<file path="config.mk">
export PLATFORM = sky130hd
export DESIGN_NAME = byte_mem_dma
export DESIGN_NICKNAME = d
export VERILOG_FILES = /design/src/byte_mem_dma_pkg.sv /design/src/byte_mem_dma_wait_timer.sv /design/src/byte_mem_dma.sv
export SDC_FILE = /design/constraint.sdc
export NUM_CORES = 1
export LEC_CHECK = 0
export BUFFER_PORTS_ARGS = -buffer_cell sky130_fd_sc_hd__buf_4
export CAP_MARGIN = 20
export CORE_UTILIZATION = 62
export CTS_BUF_LIST = sky130_fd_sc_hd__clkbuf_4
export CTS_CLUSTER_DIAMETER = 150
export DETAILED_ROUTE_END_ITERATION = 8
export PLACE_DENSITY = 0.89
export RECOVER_POWER = 50
export REMOVE_ABC_BUFFERS = 1
export SETUP_SLACK_MARGIN = 0.1
export SLEW_MARGIN = 25
export SYNTH_ARGS = -nofsm -noshare
export SYNTH_HDL_FRONTEND = slang
export SYNTH_SLANG_ARGS = --single-unit
</file>
<file path="constraint.sdc">
create_clock -name mclk -period 4.15 [get_ports mclk]
set_clock_uncertainty 0.2 [all_clocks]
set_input_delay 0.83 -clock mclk [delete_from_list [all_inputs] [get_ports mclk]]
set_output_delay 0.83 -clock mclk [all_outputs]
set_load 0.03 [all_outputs]
</file>
<file path="src/byte_mem_dma_pkg.sv">
/*
  Package for the byte-memory DMA engine: register offsets, field layouts,
  reset and boot values, states and the packed carriers of the memory ports.
  Assumes a single 40 MHz clock domain and an AXI4-Lite register bus.
*/
// What this block does
// Byte memory: 256 pages of 16K bytes
// Byte data on bus bits 15:8
// Page on bits 23:16, address 13:0
// Byte accesses timed by wait-state setting
// One processor cycle stolen per word
// Format field selects word size, alignment
// As many byte accesses as word needs
// Unused half of 8-bit words zeroed
// Start addresses from internal, external, page
// Direction picks byte-to-chip or chip-to-byte
// Nonzero count write starts the transfer
// Addressing runs across page boundaries
// Count decrements; zero raises completion interrupt
// Software leaves page, address alone during transfer
// Internal side always on-chip memory
// Complete word moves in one cycle
// Processor external accesses take priority
// Context-reset bit holds, restarts processor
// Overlay bits pick internal memory block
// Boot strap starts transfer at reset release
// Boot presets: zeros, 24-bit, 32, hold
// Host mode drives only address bit A0
// Address wraps to zero, page increments
// Most significant byte first, lowest address
package byte_mem_dma_pkg;

  localparam int PAGE_BITS  = 8;
  localparam int EADDR_BITS = 14;
  localparam int COUNT_BITS = 14;
  localparam int IADDR_BITS = 14;
  localparam int OVL_BITS   = 4;
  localparam int WAIT_BITS  = 3;

  // Register byte offsets
  localparam logic [7:0] OFS_CTRL  = 8'h00;
  localparam logic [7:0] OFS_IADDR = 8'h04;
  localparam logic [7:0] OFS_EADDR = 8'h08;
  localparam logic [7:0] OFS_PAGE  = 8'h0c;
  localparam logic [7:0] OFS_COUNT = 8'h10;
  localparam logic [7:0] OFS_STAT  = 8'h14;

  // Control register fields
  localparam int CTRL_FMT_LSB  = 0;
  localparam int CTRL_DIR_BIT  = 2;
  localparam int CTRL_CR_BIT   = 3;
  localparam int CTRL_OVL_LSB  = 4;
  localparam int CTRL_WAIT_LSB = 8;

  // Status register fields
  localparam int STAT_BUSY_BIT = 0;
  localparam int STAT_DONE_BIT = 1;
  localparam int STAT_HOLD_BIT = 2;

  // Boot preset and reset values
  localparam logic [COUNT_BITS-1:0] BOOT_COUNT = 14'h0020;
  localparam logic [WAIT_BITS-1:0]  RST_WAIT   = 3'h7;

  localparam logic [1:0] AXI_OKAY   = 2'h0;
  localparam logic [1:0] AXI_SLVERR = 2'h2;

  typedef enum logic [1:0] {
    FMT_PM24  = 2'b00,
    FMT_DM16  = 2'b01,
    FMT_DM8HI = 2'b10,
    FMT_DM8LO = 2'b11
  } word_format_sel_t;

  typedef enum logic [2:0] {
    ST_IDLE  = 3'b000,
    ST_FETCH = 3'b001,
    ST_BYTE  = 3'b010,
    ST_WAIT  = 3'b011,
    ST_WORD  = 3'b100
  } dma_state_t;

  // External byte-memory request
  typedef struct packed {
    logic        sel;
    logic        wr;
    logic [13:0] addr;
    logic [7:0]  page;
    logic [7:0]  wdata;
  } bmem_req_t;

  // On-chip memory request
  typedef struct packed {
    logic                  en;
    logic                  wr;
    logic                  pm;
    logic [OVL_BITS-1:0]   ovl;
    logic [IADDR_BITS-1:0] addr;
    logic [23:0]           wdata;
  } imem_req_t;

  localparam int NBYTES_PM = 3;
  localparam int NBYTES_DM = 2;

endpackage

</file>
<file path="src/byte_mem_dma_wait_timer.sv">
/*
  Wait-state timer: counts out the programmed number of wait cycles of one
  byte access and pulses done on its last cycle.
  Assumes the start pulse comes only while the timer is idle.
*/
`timescale 1ns/1ps
module byte_mem_dma_wait_timer
  import byte_mem_dma_pkg::*;
#(
  parameter int W = WAIT_BITS
) (
  input  wire logic         mclk,
  input  wire logic         rst_n,
  input  wire logic         ce,
  input  wire logic         start,
  input  wire logic [W-1:0] waits,
  output logic              done
);
  logic [W-1:0] cnt_q;
  logic         run_q;

  always_ff @(posedge mclk or negedge rst_n) begin
    if (!rst_n) begin
      cnt_q <= '0;
      run_q <= 1'b0;
    end else if (ce) begin
      if (start) begin
        cnt_q <= waits;
        run_q <= 1'b1;
      end else if (run_q && cnt_q != '0) begin
        cnt_q <= cnt_q - W'(1);
      end else begin
        run_q <= 1'b0;
      end
    end
  end

  // Strobe ends one cycle plus the wait count after start
  assign done = run_q && (cnt_q == '0);
endmodule

</file>
<file path="src/byte_mem_dma.sv">
/*
  Byte-memory DMA engine: moves 24-, 16- or 8-bit words between an external
  byte-wide memory and on-chip program or data memory, with boot loading.
  Assumes on-chip memory returns read data in the same cycle as en, and that the
  processor flags its own external accesses on cpu_ext_req.
*/
`timescale 1ns/1ps
module byte_mem_dma
  import byte_mem_dma_pkg::*;
(
  input  wire logic        mclk,
  input  wire logic        rst_n,
  input  wire logic        ce,
  // Boot strap and memory mode, sampled at reset release
  input  wire logic        boot_byte_mem_dma,
  input  wire logic        host_mode,
  input  wire logic        cpu_ext_req,
  // AXI4-Lite slave
  input  wire logic [7:0]  s_axi_awaddr,
  input  wire logic        s_axi_awvalid,
  output logic             s_axi_awready,
  input  wire logic [31:0] s_axi_wdata,
  input  wire logic [3:0]  s_axi_wstrb,
  input  wire logic        s_axi_wvalid,
  output logic             s_axi_wready,
  output logic [1:0]       s_axi_bresp,
  output logic             s_axi_bvalid,
  input  wire logic        s_axi_bready,
  input  wire logic [7:0]  s_axi_araddr,
  input  wire logic        s_axi_arvalid,
  output logic             s_axi_arready,
  output logic [31:0]      s_axi_rdata,
  output logic [1:0]       s_axi_rresp,
  output logic             s_axi_rvalid,
  input  wire logic        s_axi_rready,
  // External bus: data bits 23:8, address 13:0
  output logic [13:0]      ext_addr,
  output logic [23:8]      ext_data_out,
  output logic [23:16]     ext_data_oe,
  output logic [15:8]      ext_data_oe_byte,
  input  wire logic [15:8] ext_data_in,
  output logic             bmem_sel_n,
  output logic             bmem_rd_n,
  output logic             bmem_wr_n,
  // On-chip memory
  output imem_req_t        imem_req,
  input  wire logic [23:0] imem_rdata,
  // Processor control
  output logic             cpu_steal,
  output logic             cpu_hold,
  output logic             cpu_ctx_reset,
  output logic             dma_done_irq
);

  dma_state_t              st_q;
  word_format_sel_t        fmt_q;
  logic                    dir_q;
  logic                    cr_q;
  logic [OVL_BITS-1:0]     ovl_q;
  logic [WAIT_BITS-1:0]    wait_q;
  logic [IADDR_BITS-1:0]   iaddr_q;
  logic [EADDR_BITS-1:0]   eaddr_q;
  logic [PAGE_BITS-1:0]    page_q;
  logic [COUNT_BITS-1:0]   count_q;
  logic [23:0]             word_q;
  logic [1:0]              bidx_q;
  logic                    boot_pend_q;
  logic                    host_q;
  logic                    done_q;

  // Bytes per word from the format field
  function automatic logic [1:0] nbytes(input word_format_sel_t f);
    case (f)
      FMT_PM24: nbytes = 2'(NBYTES_PM);
      FMT_DM16: nbytes = 2'(NBYTES_DM);
      default:  nbytes = 2'd1;
    endcase
  endfunction

  // Byte lane of word for byte index, most significant first
  function automatic logic [7:0] pick_byte(input word_format_sel_t f, input logic [23:0] w, input logic [1:0] i);
    case (f)
      FMT_PM24:  pick_byte = (i == 2'd0) ? w[23:16] : (i == 2'd1) ? w[15:8] : w[7:0];
      FMT_DM16:  pick_byte = (i == 2'd0) ? w[15:8] : w[7:0];
      FMT_DM8HI: pick_byte = w[15:8];
      default:   pick_byte = w[7:0];
    endcase
  endfunction

  // AXI4-Lite slave
  logic aw_hold_q, w_hold_q;
  logic [7:0]  aw_q;
  logic [31:0] wd_q;
  logic [3:0]  ws_q;
  logic        wr_fire, busy;
  logic        cnt_wr, eaddr_wr, page_wr;

  assign busy    = (st_q != ST_IDLE);
  assign wr_fire = aw_hold_q && w_hold_q && !s_axi_bvalid;
  assign cnt_wr  = wr_fire && aw_q == OFS_COUNT && ws_q[0];

  always_ff @(posedge mclk or negedge rst_n) begin
    if (!rst_n) begin
      aw_hold_q     <= 1'b0;
      w_hold_q      <= 1'b0;
      aw_q          <= '0;
      wd_q          <= '0;
      ws_q          <= '0;
      s_axi_awready <= 1'b0;
      s_axi_wready  <= 1'b0;
      s_axi_bvalid  <= 1'b0;
      s_axi_bresp   <= AXI_OKAY;
    end else if (ce) begin
      s_axi_awready <= !aw_hold_q && !s_axi_awready && s_axi_awvalid;
      s_axi_wready  <= !w_hold_q && !s_axi_wready && s_axi_wvalid;
      if (s_axi_awvalid && s_axi_awready) begin
        aw_hold_q <= 1'b1;
        aw_q      <= s_axi_awaddr;
      end
      if (s_axi_wvalid && s_axi_wready) begin
        w_hold_q <= 1'b1;
        wd_q     <= s_axi_wdata;
        ws_q     <= s_axi_wstrb;
      end
      if (wr_fire) begin
        aw_hold_q    <= 1'b0;
        w_hold_q     <= 1'b0;
        s_axi_bvalid <= 1'b1;
        s_axi_bresp  <= (aw_q <= OFS_STAT && aw_q[1:0] == 2'b00) ? AXI_OKAY : AXI_SLVERR;
      end else if (s_axi_bvalid && s_axi_bready) begin
        s_axi_bvalid <= 1'b0;
      end
    end
  end

  always_ff @(posedge mclk or negedge rst_n) begin
    if (!rst_n) begin
      s_axi_arready <= 1'b0;
      s_axi_rvalid  <= 1'b0;
      s_axi_rdata   <= '0;
      s_axi_rresp   <= AXI_OKAY;
    end else if (ce) begin
      s_axi_arready <= !s_axi_arready && !s_axi_rvalid && s_axi_arvalid;
      if (s_axi_arvalid && s_axi_arready) begin
        s_axi_rvalid <= 1'b1;
        s_axi_rresp  <= AXI_OKAY;
        case (s_axi_araddr)
          OFS_CTRL:  s_axi_rdata <= {21'h0, wait_q, ovl_q, cr_q, dir_q, fmt_q};
          OFS_IADDR: s_axi_rdata <= {18'h0, iaddr_q};
          OFS_EADDR: s_axi_rdata <= {18'h0, eaddr_q};
          OFS_PAGE:  s_axi_rdata <= {24'h0, page_q};
          // Count is readable so software can poll progress
          OFS_COUNT: s_axi_rdata <= {18'h0, count_q};
          OFS_STAT:  s_axi_rdata <= {29'h0, cpu_hold, done_q, busy};
          default: begin
            s_axi_rdata <= '0;
            s_axi_rresp <= AXI_SLVERR;
          end
        endcase
      end else if (s_axi_rvalid && s_axi_rready) begin
        s_axi_rvalid <= 1'b0;
      end
    end
  end

  // Engine
  logic wt_start, wt_done, acc_on;
  logic [1:0] last_idx;
  logic [7:0] rd_byte;

  assign last_idx = nbytes(fmt_q) - 2'd1;
  // R14 register guard
  // Software writes to page and address are ignored while busy
  assign eaddr_wr = wr_fire && aw_q == OFS_EADDR && !busy;
  assign page_wr  = wr_fire && aw_q == OFS_PAGE && !busy;
  // wait state timing
  assign wt_start = ce && st_q == ST_BYTE && !cpu_ext_req;
  // Strobes span the whole access, so zero waits still strobe once
  assign acc_on   = (st_q == ST_BYTE && !cpu_ext_req) || (st_q == ST_WORD && !wt_done);

  byte_mem_dma_wait_timer #(.W(WAIT_BITS)) u_wait (
    .mclk  (mclk),
    .rst_n (rst_n),
    .ce    (ce),
    .start (wt_start),
    .waits (wait_q),
    .done  (wt_done)
  );

  // Strap capture just after reset release
  always_ff @(posedge mclk or negedge rst_n) begin
    if (!rst_n) begin
      boot_pend_q <= 1'b1;
      host_q      <= 1'b0;
    end else if (ce && boot_pend_q) begin
      boot_pend_q <= 1'b0;
      host_q      <= host_mode;
    end
  end

  // Configuration registers
  always_ff @(posedge mclk or negedge rst_n) begin
    if (!rst_n) begin
      fmt_q  <= FMT_PM24;
      dir_q  <= 1'b0;
      cr_q   <= 1'b0;
      ovl_q  <= '0;
      wait_q <= RST_WAIT;
    end else if (ce) begin
      if (boot_pend_q && boot_byte_mem_dma) begin
        // boot presets
        fmt_q <= FMT_PM24;
        dir_q <= 1'b0;
        cr_q  <= 1'b1;
      end else if (wr_fire && aw_q == OFS_CTRL && ws_q[0] && !busy) begin
        // format field
        fmt_q <= word_format_sel_t'(wd_q[CTRL_FMT_LSB +: 2]);
        // direction field
        dir_q <= wd_q[CTRL_DIR_BIT];
        cr_q  <= wd_q[CTRL_CR_BIT];
        // overlay select
        ovl_q <= wd_q[CTRL_OVL_LSB +: OVL_BITS];
        if (ws_q[1]) begin
          wait_q <= wd_q[CTRL_WAIT_LSB +: WAIT_BITS];
        end
      end
    end
  end

  // Transfer state machine with address and count registers
  always_ff @(posedge mclk or negedge rst_n) begin
    if (!rst_n) begin
      st_q    <= ST_IDLE;
      iaddr_q <= '0;
      eaddr_q <= '0;
      page_q  <= '0;
      count_q <= '0;
      word_q  <= '0;
      bidx_q  <= '0;
      done_q  <= 1'b0;
    end else if (ce) begin
      if (cnt_wr && !busy) begin
        done_q <= 1'b0;
      end
      case (st_q)
        ST_IDLE: begin
          if (boot_pend_q && boot_byte_mem_dma) begin
            // boot start
            iaddr_q <= '0;
            eaddr_q <= '0;
            page_q  <= '0;
            count_q <= BOOT_COUNT;
            bidx_q  <= '0;
            st_q    <= ST_BYTE;
          end else begin
            // start addresses
            if (wr_fire && aw_q == OFS_IADDR && ws_q[0]) begin
              iaddr_q <= wd_q[IADDR_BITS-1:0];
            end
            if (eaddr_wr) begin
              eaddr_q <= wd_q[EADDR_BITS-1:0];
            end
            if (page_wr) begin
              page_q <= wd_q[PAGE_BITS-1:0];
            end
            // nonzero count starts
            if (cnt_wr) begin
              count_q <= wd_q[COUNT_BITS-1:0];
              bidx_q  <= '0;
              if (wd_q[COUNT_BITS-1:0] != '0) begin
                st_q <= dir_q ? ST_FETCH : ST_BYTE;
              end
            end
          end
        end
        ST_FETCH: begin
          st_q <= ST_WAIT;
        end
        ST_WAIT: begin
          // Read data from on-chip memory returns this cycle
          word_q <= imem_rdata;
          st_q   <= ST_BYTE;
        end
        ST_BYTE: begin
          // processor priority
          if (!cpu_ext_req) begin
            st_q <= ST_WORD;
          end
        end
        ST_WORD: begin
          if (wt_done) begin
            // address wrap and page step
            // page crossing
            {page_q, eaddr_q} <= {page_q, eaddr_q} + 22'd1;
            if (!dir_q) begin
              // most significant first
              word_q <= {word_q[15:0], ext_data_in};
            end
            // byte count per word
            if (bidx_q != last_idx) begin
              bidx_q <= bidx_q + 2'd1;
              st_q   <= ST_BYTE;
            end else begin
              bidx_q  <= '0;
              // count decrement
              count_q <= count_q - 14'd1;
              iaddr_q <= iaddr_q + 14'd1;
              if (count_q == 14'd1) begin
                done_q <= 1'b1;
                st_q   <= ST_IDLE;
              end else begin
                st_q <= dir_q ? ST_FETCH : ST_BYTE;
              end
            end
          end
        end
        default: st_q <= ST_IDLE;
      endcase
    end
  end

  // Registered outputs
  logic [7:0]  out_byte;
  logic        word_ready;
  logic [23:0] wr_word;

  assign out_byte   = pick_byte(fmt_q, word_q, bidx_q);
  assign rd_byte    = ext_data_in;
  assign word_ready = st_q == ST_WORD && wt_done && bidx_q == last_idx;
  // zero fill of unused half
  always_comb begin
    case (fmt_q)
      FMT_PM24:  wr_word = {word_q[15:0], rd_byte};
      FMT_DM16:  wr_word = {8'h00, word_q[7:0], rd_byte};
      FMT_DM8HI: wr_word = {8'h00, rd_byte, 8'h00};
      default:   wr_word = {16'h0000, rd_byte};
    endcase
  end

  always_ff @(posedge mclk or negedge rst_n) begin
    if (!rst_n) begin
      ext_addr         <= '0;
      ext_data_out     <= '0;
      ext_data_oe      <= '0;
      ext_data_oe_byte <= '0;
      bmem_sel_n       <= 1'b1;
      bmem_rd_n        <= 1'b1;
      bmem_wr_n        <= 1'b1;
      imem_req         <= '0;
      cpu_steal        <= 1'b0;
      cpu_hold         <= 1'b0;
      cpu_ctx_reset    <= 1'b0;
      dma_done_irq     <= 1'b0;
    end else if (ce) begin
      // R03 22-bit byte address
      // host mode drives only A0
      ext_addr         <= host_q ? {13'h0, eaddr_q[0]} : eaddr_q;
      ext_data_out     <= {page_q, out_byte};
      ext_data_oe      <= (acc_on && !host_q) ? 8'hff : 8'h00;
      // data on bits 15:8
      ext_data_oe_byte <= (acc_on && dir_q) ? 8'hff : 8'h00;
      bmem_sel_n       <= !acc_on;
      bmem_rd_n        <= !(acc_on && !dir_q);
      bmem_wr_n        <= !(acc_on && dir_q);
      // one-cycle on-chip word move
      imem_req.en      <= (word_ready && !dir_q) || (st_q == ST_FETCH);
      imem_req.wr      <= word_ready && !dir_q;
      imem_req.pm      <= (fmt_q == FMT_PM24);
      imem_req.ovl     <= ovl_q;
      imem_req.addr    <= iaddr_q;
      imem_req.wdata   <= wr_word;
      // one stolen cycle per word
      cpu_steal        <= (word_ready && !dir_q) || (st_q == ST_FETCH);
      // context reset hold
      cpu_hold         <= (busy || (boot_pend_q && boot_byte_mem_dma)) && (cr_q || (boot_pend_q && boot_byte_mem_dma))
                          && !(word_ready && count_q == 14'd1);
      cpu_ctx_reset    <= cr_q && word_ready && count_q == 14'd1;
      // completion interrupt
      dma_done_irq     <= word_ready && count_q == 14'd1;
    end
  end
endmodule

</file>
==> reports/qor.yml <==
total_power_mw: 10.03
dieHeight_microns: 137.9
p_seq_share_pct: 40.8
cts_tree: "done"
start_kind: "input pin"
clk_pin_slew_ps: 70
p_leak_nw: 6.213
ios: 234
seq_area_sq_um: 5689
start_util_pct: 63.54
avgViaCountPerCell: 6.457
maxCapViolations: 1
die_area_sq_um: 19020
antenna_found_initial: 1
failed_checks: "max-capacitance violations, max-slew violations"
worst_pin_slew_ps: 2788
core_sq_um: 18020
yosysSeqAreaShare_pct: 49.67
maxSlewHeadroom_pct: -85.89
drv_slew: 109
grt_overflow_total: 0
drt_first_pass_iters: 6
place_congestion: 0.9521
rsz0062_at_grt: "no"
critPathKind: "input pin to async pin"
cts_sinks: 227
vdd_drop_max_v: 0.0005668
hold_buffers: 0
switchingPower_mw: 4.322
run_status: "finished, violations left"
grt_usage_pct: 34.79
synth-seq-cells: 227
critPathMaxStageDelay_ps: 1870
hold_ws_ps: 162.1
multiInputGateArea_sq_um: 5213
drive_gt1_share_pct: 28.60
worstPathCellList: "clkbuf_2, clkbuf_2"
dp_hpwl_mm: 22.16
grt_pass1_vias: 9846
cts_htree_levels: 2
postCtsSetupBuffers: 0
final_util_pct: 75.64
post-route-min-period_ps: 3084
netlist_area_sq_um: 11450
clock_latency_ps: 700
fmax_mhz: 324.3
cts-resized-gates: 0
yosys-top-cells-area: "dfrtp_1 48%, mux2_2 6.0%, nand2_1 4.5%"
period_share_pct: 74.31
ys_types: 69
worst-endpoint-arrival_ps: 3630
clock_path_buffers: 3
cts_made_buffers: 58
intPower_mw: 5.706
switching_share_pct: 43.10
synth_ff_type: "dfrtp_1"
pwr-share-comb_pct: 39.4
power_density_nw_per_um2: 735.6
place_ws_ps: 860.8
grt_max_degree: 110
endpoint_kind: "async pin"
hold_viol: 0
syn_to_final_growth_pct: 19.03
finalSetupTns_ps: 0
setup_viol: 0
cts_root_buffer: "clkbuf_4"
crit_slowest_cell: "clkbuf_2"
cpMostUsedCell: "clkbuf_2"
async_reset_ff_share_pct: 100.0
fillers: 1235
synth-edff-count: 0
die_x_microns: 137.9
r2r_slack_ps: 1080
wirelength_mm: 32.71
finalWorstSetupSlack_ps: 1066
crit_family: "buffers and inverters"
fin_nets: 1446
drt_iter0_drc: 1217
cp_num_buf_inv: 2
routedWlPerCell_microns: 20.21
port_buffers: 193
crit_fanout: 109
ant_nets: 0
final_common_cell: "dfrtp_1"
synth_warnings: 0
synth_area_leader_cell: "dfrtp_1"
drc: 0
synth_top_area_share_pct: 48.07
vias: 10448
grt_pass1_wl_mm: 50.87
syn_area_per_cell_sq_um: 9.831
power_frac_clock_pct: 19.8
most-common-layout-cells: "220 x dfrtp_1, 203 x buf_4, 136 x nand2_1"
cp.required_ps: 4700
synthCells: 1165
hp-class: "input pin to flip-flop"
rows: 49
==> cell type report <==
type	instances	share of cell area (%)
sequential	227	41.73
tap	229	2.102
antenna	1	0.01836
multi-input combinational	821	38.23
timing repair buffer	211	11.55
clock buffer	92	5.066
inverter	24	0.6608
clock inverter	13	0.6333
==> logic make-up (layout without fill, tap and decap cells) <==
family	after synthesis	count (layout)	share of synthesized area, %
multiplexers	87	87	8.728
AO/OA/AOI/OAI	333	333	19.53
AND/OR/NAND/NOR	373	373	15.51
buffers and inverters	136	340	5.648
adder cells (fa/ha/maj)	8	8	0.8740
flip-flops	227	227	49.67
other	1	21	0.03274
==> cell usage after synthesis (3+ instances only) <==
library cell    n
a211oi_1        4
a21boi_0        4
a21o_1          7
a21oi_1        63
a221o_1         3
a221oi_1       16
a22o_1         17
a22oi_1        19
a31o_2          3
a31oi_1        45
a32oi_1         5
a41oi_1         4
and3_1         11
buf_1           8
buf_4          36
clkbuf_1       67
dfrtp_1       220
dfstp_2         7
ha_1            8
inv_1          23
mux2_2         61
mux2_4          3
mux2i_1        20
mux4_2          3
nand2_1       136
nand2b_1        6
nand3_1        18
nand4_1         7
nor2_1        111
nor2b_1         5
nor3_1         17
nor3b_1         6
nor4_1         18
nor4b_1         6
nor4bb_1        4
o21a_1          6
o21ai_0        72
o22a_1         13
o22ai_1         5
o2bb2ai_1      23
o31ai_1         8
or2_2           3
or4_1           7
==> flip-flops by register name, indices dropped and copies added (netlist names), 4 cells and up <==
signal and cells:
ovl_q 4, ext_addr 14, aw_q 8, wd_q 14
count_q 14, word_q 24, eaddr_q 14, s_axi_rdata 14
imem_req 44, page_q 8, iaddr_q 14, ext_data_out 16
==> per-layer routing <==
layer	part of all wire (%)	GRT usage (%)	routed length (microns)
met1	37	44.96	12260
met2	48	55.22	15700
met3	11	9.284	3649
met4	3.4	15.04	1101
met5	0	0	0
==> power by group through the flow <==
stage	combinational, mW	sequential [mW]	clock (mW)
3_3_place_gp	3.74	4.02	0
3_5_place_dp	3.88	4.07	0
4_1_cts	3.91	4.03	2.01
5_1_grt	4.26	4.18	2.13
6_report	3.95	4.09	1.99
2_1_floorplan	1.96	4.41	0
==> worst paths after layout <==
check                               start          endpoint  cells past startpoint
setup / recovery                    rst_n       imem_req[1]                      2
hold / removal             s_axi_wdata[1]           wd_q[1]                      2
setup reg to reg                  st_q[2]         page_q[6]                      5
hold reg to reg              imem_req[42]      imem_req[42]                      1
max in group mclk                 st_q[2]         page_q[6]                      5
min in group asynchronous           rst_n  ext_data_out[23]                      1
==> stage by stage <==
step / cells / cell area [sq um]
after floorplan: 1072 / 10970
after global placement: 1512 / 12870
after detailed placement: 1512 / 12880
after CTS: 1617 / 13660
after global routing: 1618 / 13630
final: 1618 / 13630
No activity file was read; power rests on OpenSTA's default activity.
